## config.mk

```make
export PLATFORM = sky130hd
export DESIGN_NAME = sirqp_dev
export DESIGN_NICKNAME = d
export VERILOG_FILES = /design/src/design/sirqp_pkg.sv /design/src/design/sirqp_sync.sv /design/src/design/sirqp_dev.sv
export SDC_FILE = /design/constraint.sdc
export NUM_CORES = 1
export LEC_CHECK = 0
export BUFFER_PORTS_ARGS = -buffer_cell sky130_fd_sc_hd__buf_2
export CORE_ASPECT_RATIO = 1.25
export CORE_MARGIN = 8
export CORE_UTILIZATION = 45
export CTS_CLUSTER_DIAMETER = 50
export DETAILED_ROUTE_END_ITERATION = 10
export GPL_TIMING_DRIVEN = 1
export PLACE_DENSITY_LB_ADDON = 0.08
export SETUP_SLACK_MARGIN = 0.05
export SLEW_MARGIN = 25
export SYNTH_ARGS = -nofsm -noshare
export SYNTH_HDL_FRONTEND = slang
export SYNTH_SLANG_ARGS = --single-unit
```

## constraint.sdc

```tcl
create_clock -name clk_i -period 3.1 [get_ports clk_i]
set_input_delay 0.465 -clock clk_i [delete_from_list [all_inputs] [get_ports clk_i]]
set_output_delay 0.465 -clock clk_i [all_outputs]
set_load 0.05 [all_outputs]
```

## src/design/sirqp_pkg.sv

```systemverilog
// shared constants and types for the serial interrupt peripheral
package sirqp_pkg;

   localparam int unsigned SIRQP_CLK_PERIOD_NS = 25;
   localparam int unsigned SIRQP_NUM_SLOTS     = 32;
   localparam logic [3:0]  SIRQP_STOP_QUIET_W  = 4'h2;
   localparam logic [3:0]  SIRQP_STOP_MIN_W    = 4'h2;
   localparam logic [3:0]  SIRQP_LOW_CNT_MAX   = 4'hf;
   localparam logic [5:0]  SIRQP_SLOT_RST      = 6'h00;

   typedef enum logic {SIRQP_CONT, SIRQP_QUIET} sirqp_mode_e;
   typedef enum logic [2:0] {ST_IDLE, ST_REQ, ST_START, ST_SLOTS, ST_STOP} sirqp_state_e;
   typedef enum logic [1:0] {PH_SAMP, PH_REC, PH_TA} sirqp_phase_e;

   localparam sirqp_mode_e SIRQP_MODE_RST = SIRQP_CONT;

endpackage

```

## src/design/sirqp_sync.sv

```systemverilog
// two-stage synchroniser for asynchronous interrupt levels
`timescale 1ns/1ps
module sirqp_sync #(
   parameter int unsigned W = 1
)(
   // clock and reset
   input  wire logic         clk_i,
   input  wire logic         nrst_i,
   // levels
   input  wire logic [W-1:0] d_i,
   output logic      [W-1:0] q_o
);
   import sirqp_pkg::*;

   typedef struct packed {
      logic [W-1:0] s1;
      logic [W-1:0] s2;
   } sirqp_sync_s;

   sirqp_sync_s st_ff;
   sirqp_sync_s nxt_st;

   always_comb
   begin
      nxt_st    = st_ff;
      nxt_st.s1 = d_i;
      nxt_st.s2 = st_ff.s1;
   end

   always_ff @(posedge clk_i or negedge nrst_i)
   begin
      if (!nrst_i)
         st_ff <= '0;
      else
         st_ff <= nxt_st;
   end

   assign q_o = st_ff.s2;

endmodule // sirqp_sync

```

## src/design/sirqp_dev.sv

```systemverilog
// peripheral end of the serial interrupt link
`timescale 1ns/1ps
module sirqp_dev #(
   parameter int unsigned                NUM_SLOTS = sirqp_pkg::SIRQP_NUM_SLOTS,
   parameter logic [NUM_SLOTS-1:0]       OWN_SLOTS = '1
)(
   // clock and master reset
   input  wire logic                 clk_i,
   input  wire logic                 nrst_i,
   // interrupt levels, slot 1 in bit 0
   input  wire logic [NUM_SLOTS-1:0] irq_level_i,
   // shared open-drain line
   input  wire logic                 serial_interrupt_line_i,
   output logic                      serial_interrupt_line_o,
   output logic                      serial_interrupt_line_oe_n_o,
   // status
   output logic                      quiet_mode_o,
   output logic                      cycle_active_o
);
   import sirqp_pkg::*;

   localparam int unsigned IW   = (NUM_SLOTS > 1) ? $clog2(NUM_SLOTS) : 1;
   localparam logic [5:0]  LAST = 6'(NUM_SLOTS);

   typedef struct packed {
      sirqp_state_e         state;
      sirqp_mode_e          mode;
      sirqp_phase_e         phase;
      logic [5:0]           slot;
      logic [3:0]           low_cnt;
      logic [NUM_SLOTS-1:0] rep;
      logic                 out;
      logic                 oe_n;
      logic                 act;
   } sirqp_dev_s;

   sirqp_dev_s           st_ff;
   sirqp_dev_s           nxt_st;
   logic [NUM_SLOTS-1:0] irq_s;
   logic                 line;
   logic                 pending;
   logic [IW-1:0]        idx_cur;
   logic [IW-1:0]        idx_new;

   // line is timed by this same clock, so it is read directly
   assign line = serial_interrupt_line_i;

   sirqp_sync #(
      .W      (NUM_SLOTS)
   ) u_sync (
      .clk_i  (clk_i),
      .nrst_i (nrst_i),
      .d_i    (irq_level_i),
      .q_o    (irq_s)
   );

   assign pending = |((irq_s ^ st_ff.rep) & OWN_SLOTS);
   assign idx_cur = IW'(st_ff.slot - 6'h01);
   assign idx_new = IW'(st_ff.slot);

   always_comb
   begin
      nxt_st      = st_ff;
      nxt_st.oe_n = 1'b1;
      nxt_st.out  = 1'b1;
      unique case (st_ff.state)
         ST_IDLE:
         begin
            if (!line)
               nxt_st.state = ST_START;
            // continuous mode never reaches the request branch
            else if (st_ff.mode == SIRQP_QUIET && pending)
            begin
               nxt_st.state = ST_REQ;
               nxt_st.oe_n  = 1'b0;
               nxt_st.out   = 1'b0;
            end
         end
         ST_REQ:
            nxt_st.state = ST_START;
         ST_START:
         begin
            // first high clock is the start frame's recovery, t = 0
            if (line)
            begin
               nxt_st.state = ST_SLOTS;
               nxt_st.phase = PH_TA;
               nxt_st.slot  = SIRQP_SLOT_RST;
            end
         end
         ST_SLOTS:
         begin
            unique case (st_ff.phase)
               PH_SAMP:
               begin
                  nxt_st.phase = PH_REC;
                  if (OWN_SLOTS[idx_cur])
                  begin
                     nxt_st.oe_n = 1'b0;
                     nxt_st.out  = 1'b1;
                  end
               end
               PH_REC:
                  nxt_st.phase = PH_TA;
               PH_TA:
               begin
                  if (st_ff.slot == LAST)
                  begin
                     nxt_st.state   = ST_STOP;
                     nxt_st.low_cnt = '0;
                  end
                  else
                  begin
                     // slot k samples at clock 3k-1 after the start edge
                     nxt_st.phase = PH_SAMP;
                     nxt_st.slot  = st_ff.slot + 6'h01;
                     if (OWN_SLOTS[idx_new])
                     begin
                        nxt_st.rep[idx_new] = irq_s[idx_new];
                        if (irq_s[idx_new])
                        begin
                           nxt_st.oe_n = 1'b0;
                           nxt_st.out  = 1'b0;
                        end
                     end
                  end
               end
               default:
                  nxt_st.state = ST_IDLE;
            endcase
         end
         ST_STOP:
         begin
            if (!line)
            begin
               if (st_ff.low_cnt != SIRQP_LOW_CNT_MAX)
                  nxt_st.low_cnt = st_ff.low_cnt + 4'h1;
            end
            // a single low clock is not a stop; keep waiting
            else if (st_ff.low_cnt >= SIRQP_STOP_MIN_W)
            begin
               nxt_st.state = ST_IDLE;
               nxt_st.mode  = (st_ff.low_cnt == SIRQP_STOP_QUIET_W) ?
                              SIRQP_QUIET : SIRQP_CONT;
            end
         end
      endcase
      nxt_st.act = (nxt_st.state != ST_IDLE);
   end

   always_ff @(posedge clk_i or negedge nrst_i)
   begin
      if (!nrst_i)
      begin
         st_ff         <= '0;
         st_ff.state   <= ST_IDLE;
         st_ff.mode    <= SIRQP_MODE_RST;
         st_ff.phase   <= PH_SAMP;
         st_ff.slot    <= SIRQP_SLOT_RST;
         st_ff.out     <= 1'b1;
         st_ff.oe_n    <= 1'b1;
      end
      else
         st_ff <= nxt_st;
   end

   assign serial_interrupt_line_o      = st_ff.out;
   assign serial_interrupt_line_oe_n_o = st_ff.oe_n;
   assign quiet_mode_o                 = (st_ff.mode == SIRQP_QUIET);
   assign cycle_active_o               = st_ff.act;
endmodule // sirqp_dev

```

==> results of run 1 <==
==> cells in the final DEF, fill, tap and decap left out, types with 6 or more instances in the layout <==
cell type	instances
dfrtp_1	113
nand2_1	41
buf_2	37
xnor2_1	33
mux2_2	30
clkbuf_16	17
nor2_1	13
nand4_1	13
ha_1	10
o21ai_0	9
inv_1	7
a21oi_1	7
buf_4	6
==> power by group <==
part	internal, mW	switching, mW
combinational	0.409	0.603
clock	1.40	0.704
sequential	1.68	0.146
==> worst max-delay path: cells and delay by family, from the launching register on <==
family                 cells  cell delay [ns]
multiplexers               2             1.07
flip-flops                 1             0.46
AND/OR/NAND/NOR            1             0.45
buffers and inverters      1             0.25
AO/OA/AOI/OAI              1             0.25
==> area by class of cell <==
cell class | instances | area, um2
fill | 887 | 4730
sequential | 115 | 2880
multi-input combinational | 219 | 1760
clock buffer | 19 | 453
timing repair buffer | 44 | 250
clock inverter | 13 | 198
tap | 132 | 165
inverter | 7 | 26.3
==> logic make-up (layout without fill, tap and decap cells) <==
group / count (synthesis) / after routing
adders and majority gates: 10 / 10
DFF: 115 / 115
buffers and inverters: 24 / 83
and+or+nand+nor: 99 / 99
AOI/OAI and AO/OA: 34 / 34
muxes: 39 / 39
xor gates and xnor gates: 37 / 37
==> worst max path at each step <==
stage                     startpoint    to  slack (ns)
after CTS                 idx_new[0]  flop        0.42
final                     idx_new[0]  flop        0.46
after detailed placement  idx_new[0]  flop        0.41
after global placement    idx_new[0]  flop        0.52
after global routing      idx_new[0]  flop        0.31
after floorplan           idx_new[1]  flop        0.89
==> metal layers <==
metal,track usage (%),part of all wire (%),up-vias
li1,-,-,1338
met1,17.8,44,1427
met2,23.2,51,55
met3,4.55,3.3,16
met4,6.57,2.1,0
met5,0,0,-
==> stage by stage <==
step	hold WS, ns	setup slack [ns]	instance area, um2	power, mW	std cells
after floorplan	0.169	0.894	4770	2.63	358
after global placement	0.331	0.523	5080	2.86	517
after detailed placement	0.335	0.411	5080	2.89	517
after CTS	0.117	0.417	5730	5.01	549
after global routing	0.144	0.308	5730	5.19	549
final	0.109	0.464	5730	4.95	549
==> summary.txt, run 1 <==
Synth
  – Combinational family with the most area after synthesis: multiplexers
  – Synth cell count leaders: dfrtp_1 (113), nand2_1 (41), xnor2_1 (33), mux2_2 (30)
  – Area leader, netlist: dfrtp_1
  – Share of the synthesized area in the top cell type: 59.2%
  – Asr flop ratio synth: 100%
  – Most common cell in the synthesized netlist: dfrtp_1
  – Synth Area in Adders: 2.62%
  – Proportion of synthesized area in mux cells: 11.3%
  – Synth Area in XOR/XNOR: 6.79%
  – EDFF count, synth: 0
  – Mapped Cells: 358
  – Avg Inst Size Synth: 13.3 um2
  – Synthesized cell area: 4770 um2
  – Library cells used by synthesis: 46
  – Count of warnings emitted by yosys: 0
  – Dominant cells by area after synthesis: dfrtp_1 (59%), mux2_2 (7.1%), xnor2_1 (6.1%)
  – Seq/Total Area, Yosys: 60.3%
  – Synth Flop Type: dfrtp_1
  – Number of synthesized register bits: 115
  – Simple-gate share of the synthesized area: 10.9%
  – Synth Area in Compound Gates: 5.24%
  – Post-Syn Nets: 403

GRT
  – Initial antenna violation count: 0
  – Grt ovf: 0
  – First-pass GRT wire length: 16.0 mm
  – Vias in the first global route: 3105
  – Total track usage: 14.7%
  – Largest net degree at the start of global routing: 54

Final layout
  – Layout cells sized above 1: 28.8%
  – Area grow syn2layout: 20.1%
  – NumNets Final: 449
  – Ant. Diodes: 0
  – Final core occ: 54.8%

Clock tree
  – CTS tree: built
  – CTS resizes: 0
  – Worst-path clk slew: 0.06 ns
  – CTS sink cnt: 115
  – CTS Buffer Depth: 2
  – H-tree depth: 4
  – Cts bufs inserted: 17
  – Hold buffers post-CTS: 0
  – Clk root buf: clkbuf_16
  – Post-CTS setup buffers: 0
  – Worst-Skew Late Latency: 0.40 ns

Critical path
  – CP max stage cell: mux4_1
  – FF-to-FF path depth: 5
  – Worst-path maximum fanout: 34
  – Startpoint Class: flop
  – Critical Path AT: 2.92 ns
  – Flop-to-flop setup slack: 0.46 ns
  – Crit path kind: flop to flop
  – Critical Path End Type: flop
  – Worst EP required: 3.38 ns
  – Reg2Reg Launch Point: idx_new[0]
  – CP cell instances: buf_4, mux4_1, a22oi_2, nand4_4, mux2_1
  – Max incr delay on CP: 0.59 ns

Pwr
  – Leak pwr: 2.55 nW
  – Pwr dens: 863 nW/um2
  – VDD IR max: 0.000560 V

Routing
  – # DRC: 0
  – DR WL/cell: 17.4 um
  – WL final: 9.56 mm
  – Via/cell ratio: 5.17
  – Initial drt markers: 123
  – DRT antenna net count: 0
  – Via count: 2836
  – Drt first pass iters: 4

STA
  – Slew headroom: 47.8%
  – Worst Max-Slew Pin Slew: 0.782 ns
  – RSZ-0062 raised after global routing: no
  – Period utilization: 85.0%
  – Final setup fails: 0
  – Fmax: 0.379 GHz
  – Setup TNS: 0 ns
  – Final min period: 2.64 ns
  – Final hold violation count: 0
  – Max-slew violation count: 0
  – Skew final: 0.00723 ns

Floorplanning
  – # IOs: 39
  – Row Count: 42
  – Die Width: 108 um
  – Die ar.: 14200 um2
  – Initial Utilization: 45.6%
  – Core region area: 10500 um2
  – Die Ht: 131 um

Place
  – IO buf count: 38
  – Final GP Congestion: 0.788
  – Hpwl dp: 6.50 mm

Hold path
  – Hold Crit Class: input pin to asynchronous set/reset pin

Run
  – MaxCap Viol Count: 0

Outcome
  – Outcome: finished clean
(Power assumes the default switching activity.)
==> inputs of run 2 (changes only) <==
Settings changed: CORE_UTILIZATION 45 to 50.
==> summary.txt, run 2 (synthesis gave the netlist of run 1 again) <==
Run
  – MaxCap Viol Count: 0

GRT
  – Initial antenna violation count: 0
  – Met3 usage: 4.11%
  – Total track usage: 16.2%
  – Largest net degree at the start of global routing: 65
  – Grt ovf: 0
  – Vias in the first global route: 3054
  – Met1 Track Usage GR: 20.1%
  – GRT busiest layer: met2
  – First-pass GRT wire length: 15.6 mm
  – GR Util met2: 25.0%

STA
  – Final hold violation count: 0
  – Slew headroom: 45.6%
  – Period utilization: 84.9%
  – Setup TNS: 0 ns
  – Skew final: 0.00698 ns
  – Fmax: 0.380 GHz
  – Final min period: 2.63 ns
  – Final setup fails: 0
  – RSZ-0062 raised after global routing: no
  – Max-slew violation count: 0
  – Worst Max-Slew Pin Slew: 0.814 ns

Clock tree
  – H-tree depth: 4
  – Worst-Skew Late Latency: 0.41 ns
  – Post-CTS setup buffers: 0
  – Clk root buf: clkbuf_16
  – Hold buffers post-CTS: 0
  – CTS resizes: 0
  – Cts bufs inserted: 17
  – CTS tree: built
  – CTS Buffer Depth: 2
  – CTS sink cnt: 115
  – Worst-path clk slew: 0.05 ns

Routing
  – DRT antenna net count: 0
  – # DRC: 0
  – Via/cell ratio: 5.35
  – WL final: 9.40 mm
  – Drt first pass iters: 4
  – Initial drt markers: 145
  – Via count: 2903
  – DR WL/cell: 17.3 um

Floorplanning
  – Core region area: 9460 um2
  – # IOs: 39
  – Row Count: 40
  – Initial Utilization: 50.5%
  – Die ar.: 12900 um2
  – Die Ht: 125 um
  – Die Width: 103 um

Final layout
  – Fin cells: 543
  – Most frequent cells in the layout: dfrtp_1 (113), nand2_1 (41), buf_2 (37), xnor2_1 (33), mux2_2 (30)
  – # fillers: 749
  – Design Area, Final: 5670 um2
  – Layout cells sized above 1: 28.5%
  – NumNets Final: 450
  – Ant. Diodes: 0
  – Area grow syn2layout: 18.7%
  – Commonest non-fill, non-tap cell in the layout: dfrtp_1

Critical path
  – Worst-path maximum fanout: 34
  – Crit path kind: flop to flop
  – Buf/Inv on CP: 1
  – Critical Path AT: 2.91 ns
  – Max incr delay on CP: 0.60 ns
  – Startpoint Class: flop
  – Worst EP required: 3.38 ns
  – CP max stage cell: mux4_1
  – Crit path max-delay family: multiplexers
  – Critical Path End Type: flop
  – CP cell instances: buf_4, mux4_1, a22oi_2, nand4_4, mux2_1

Place
  – Hpwl dp: 6.47 mm
  – Area after DPL: 5070 um2
  – Placed Cells: 512
  – IO buf count: 38
  – Final GP Congestion: 0.820

Pwr
  – Pwr dens: 841 nW/um2
  – Leak pwr: 2.53 nW
  – VDD IR max: 0.000490 V

Outcome
  – Outcome: finished clean

Hold path
  – Hold Crit Class: input pin to asynchronous set/reset pin
## run 2: cell types whose count changed in the layout (fill, tap and decap cells not counted)
cell,previous run,this run
buf_4,6,8
clkinv_4,5,2
buf_12,1,0
bufinv_16,4,2
inv_6,3,0
clkbuf_8,2,5
clkbuf_1,0,1
clkinv_2,0,3
## run 2: power breakdown
part / internal [mW] / total (mW) / switching [mW]
registers: 1.69 / 1.83 / 0.148
logic: 0.407 / 1.00 / 0.595
clock network: 1.28 / 1.93 / 0.647
## run 2: worst paths after layout
path	cells after the start	slack [ns]	end	start
max	5	0.47	flop	idx_new[0]
min	1	0.14	u_sync.q_o[24]	nrst_i
max reg2reg	5	0.47	flop	idx_new[0]
min reg2reg	0	0.34	u_sync.q_o[17]	u_sync.nxt_st[17]
max in group asynchronous	2	2.21	u_sync.q_o[11]	nrst_i
min in group clk_i	1	0.16	u_sync.nxt_st[5]	irq_level_i[5]
## run 2: metal layers
metal	part of all wire, %	wire length [um]
met2	51	4800
met4	2.7	255
met3	3.8	354
met5	0	0
met1	42	3990
## run 2: cell type report
| cell class | count | area [um2] | area share, % |
|---|---|---|---|
| clock inverter | 8 | 100 | 1.77 |
| sequential | 115 | 2880 | 50.8 |
| inverter | 7 | 26.3 | 0.464 |
| clock buffer | 23 | 498 | 8.79 |
| multi-input combinational | 219 | 1760 | 31.0 |
| timing repair buffer | 45 | 245 | 4.33 |
| tap | 126 | 158 | 2.78 |
## run 2: stage by stage
step	util, %	power (mW)	hold WS, ns	setup WS [ns]
5_1_grt	59.9	4.99	0.145	0.315
3_5_place_dp	53.6	2.87	0.335	0.458
6_report	59.9	4.76	0.142	0.468
3_3_place_gp	53.6	2.84	0.332	0.542
2_1_floorplan	-	2.63	0.169	0.894
4_1_cts	59.9	4.81	0.146	0.430
## run 2: worst reg2reg max path: cells and delay by family, from the launching register on
family | cells | cell delay [ns]
compound gates | 1 | 0.25
mux | 2 | 1.10
buf+inv | 1 | 0.25
simple gates | 1 | 0.43
flops | 1 | 0.47
==> inputs of run 3 (changes only) <==
Clock period 3.1 ns to 2.45 ns, I/O delays scaled along.
==> summary.txt, run 3 (synthesis gave the netlist of run 1 again) <==
Floorplanning
  – Die Ht: 125 um
  – Row Count: 40
  – # IOs: 39
  – Die Width: 103 um
  – Die ar.: 12900 um2
  – Initial Utilization: 50.5%
  – Core region area: 9460 um2

GRT
  – Grt ovf: 0
  – Largest net degree at the start of global routing: 116
  – Initial antenna violation count: 0
  – Total track usage: 16.5%
  – First-pass GRT wire length: 15.8 mm
  – Vias in the first global route: 3133

Run
  – MaxCap Viol Count: 0

Routing
  – Uppermost layer routed: met4
  – DR WL/cell: 17.3 um
  – DRT antenna net count: 0
  – WL final: 9.62 mm
  – Initial drt markers: 82
  – Via/cell ratio: 5.22
  – # DRC: 0
  – Via count: 2903
  – Drt first pass iters: 4
  – Met1 WL: 4.14 mm
  – Met2 WL: 4.81 mm
  – WL met3: 361 um

Critical path
  – Critical Path Start: idx_new[0]
  – Critical Path End Type: flop
  – CP cell instances: inv_1, ha_1, nand3_1, nor2b_1, and2_1, buf_4, nand2_1, mux2_2
  – Max incr delay on CP: 0.50 ns
  – Worst-path maximum fanout: 9
  – FF-to-FF path depth: 8
  – Flop-to-flop setup slack: 0.21 ns
  – CP max stage cell: dfrtp_2
  – Crit path kind: flop to flop
  – Reg2Reg Launch Point: idx_new[0]
  – Critical Path AT: 2.53 ns
  – Worst EP required: 2.73 ns
  – Startpoint Class: flop

Final layout
  – NumNets Final: 462
  – Area grow syn2layout: 22.4%
  – Ant. Diodes: 0
  – Most frequent cells in the layout: dfrtp_1 (112), nand2_1 (41), buf_2 (37), xnor2_1 (33), mux2_2 (30)
  – Commonest non-fill, non-tap cell in the layout: dfrtp_1
  – Layout cells sized above 1: 30.2%
  – # fillers: 739

Place
  – IO buf count: 38
  – Final GP Congestion: 0.812
  – Hpwl dp: 6.50 mm

Hold path
  – Hold Crit Class: input pin to asynchronous set/reset pin

Pwr
  – Total power after layout: 6.32 mW
  – Leak pwr: 2.61 nW
  – Pwr dens: 1080 nW/um2
  – VDD IR max: 0.000627 V

STA
  – Final hold violation count: 0
  – Worst Max-Slew Pin Slew: 0.619 ns
  – Period utilization: 91.6%
  – Fmax: 0.446 GHz
  – RSZ-0062 raised after global routing: no
  – Setup TNS: 0 ns
  – Slew headroom: 58.7%
  – Final setup fails: 0
  – Final min period: 2.24 ns
  – Skew final: 0.00766 ns
  – Max-slew violation count: 0

Clock tree
  – Clk root buf: clkbuf_16
  – H-tree depth: 4
  – CTS Buffer Depth: 2
  – Worst-Skew Late Latency: 0.40 ns
  – CTS tree: built
  – Hold buffers post-CTS: 0
  – Cts bufs inserted: 17
  – Worst-path clk slew: 0.05 ns
  – CTS sink cnt: 115

Outcome
  – Outcome: finished clean
==> run 3: how the worst min path moves through the flow <==
| stage | cells after the start | start | end |
|---|---|---|---|
| floorplan | 0 | nrst_i | asynchronous set/reset pin |
| global placement | 0 | u_sync.nxt_st[8] | u_sync.q_o[8] |
| detailed placement | 0 | u_sync.nxt_st[18] | u_sync.q_o[18] |
| CTS | 1 | irq_level_i[24] | u_sync.nxt_st[24] |
| global route | 1 | irq_level_i[7] | u_sync.nxt_st[7] |
| finish | 2 | nrst_i | u_sync.nxt_st[25] |
==> run 3: repair_timing <==
action / in CTS / in global routing
buffers inserted: 0 / 0
gates resized for setup: 0 / 2
setup endpoints to repair: 0 / 32
==> run 3: area by class of cell <==
| class | instances | area, um2 | share of cell area, % |
|---|---|---|---|
| Clock buffer | 22 | 444 | 7.60 |
| Timing Repair Buffer | 57 | 385 | 6.60 |
| Inverter | 7 | 26.3 | 0.450 |
| Tap cell | 126 | 158 | 2.70 |
| Clock inverter | 10 | 181 | 3.11 |
| Sequential cell | 115 | 2880 | 49.3 |
| Multi-Input combinational cell | 219 | 1770 | 30.2 |
==> run 3: per-layer routing <==
layer  vias up  global-route usage, %
met5         -                      0
met4         0                   9.65
met3        23                   5.00
met2        76                   25.1
met1      1435                   19.9
li1       1369                      -
==> run 3: worst max-delay path: cells and delay by family (launching register included) <==
family / cells / cell delay (ns)
buffers and inverters: 2 / 0.30
AND/OR/NAND/NOR: 4 / 0.81
flip-flops: 1 / 0.50
adder cells (fa/ha/maj): 1 / 0.24
multiplexers: 1 / 0.28
==> run 3: power breakdown <==
part / total [mW] / switching, mW / leakage [nW] / internal, mW
logic: 1.38 / 0.759 / 0.883 / 0.623
clock network: 2.60 / 0.805 / 0.302 / 1.80
registers: 2.34 / 0.205 / 1.42 / 2.13
total: 6.32 / 1.77 / 2.61 / 4.56
==> run 3: per-stage QoR <==
stage | hold slack (ns) | instances | setup WS [ns] | area (um2) | util, %
final | 0.0166 | 556 | 0.205 | 5840 | 61.8
after global placement | 0.331 | 524 | 0.0840 | 5210 | 55.1
after detailed placement | 0.335 | 524 | 0.111 | 5210 | 55.1
after CTS | 0.0497 | 556 | 0.0552 | 5830 | 61.7
after global routing | 0.0466 | 556 | 0.0680 | 5840 | 61.8
after floorplan | 0.0719 | 358 | 0.244 | 4770 | -
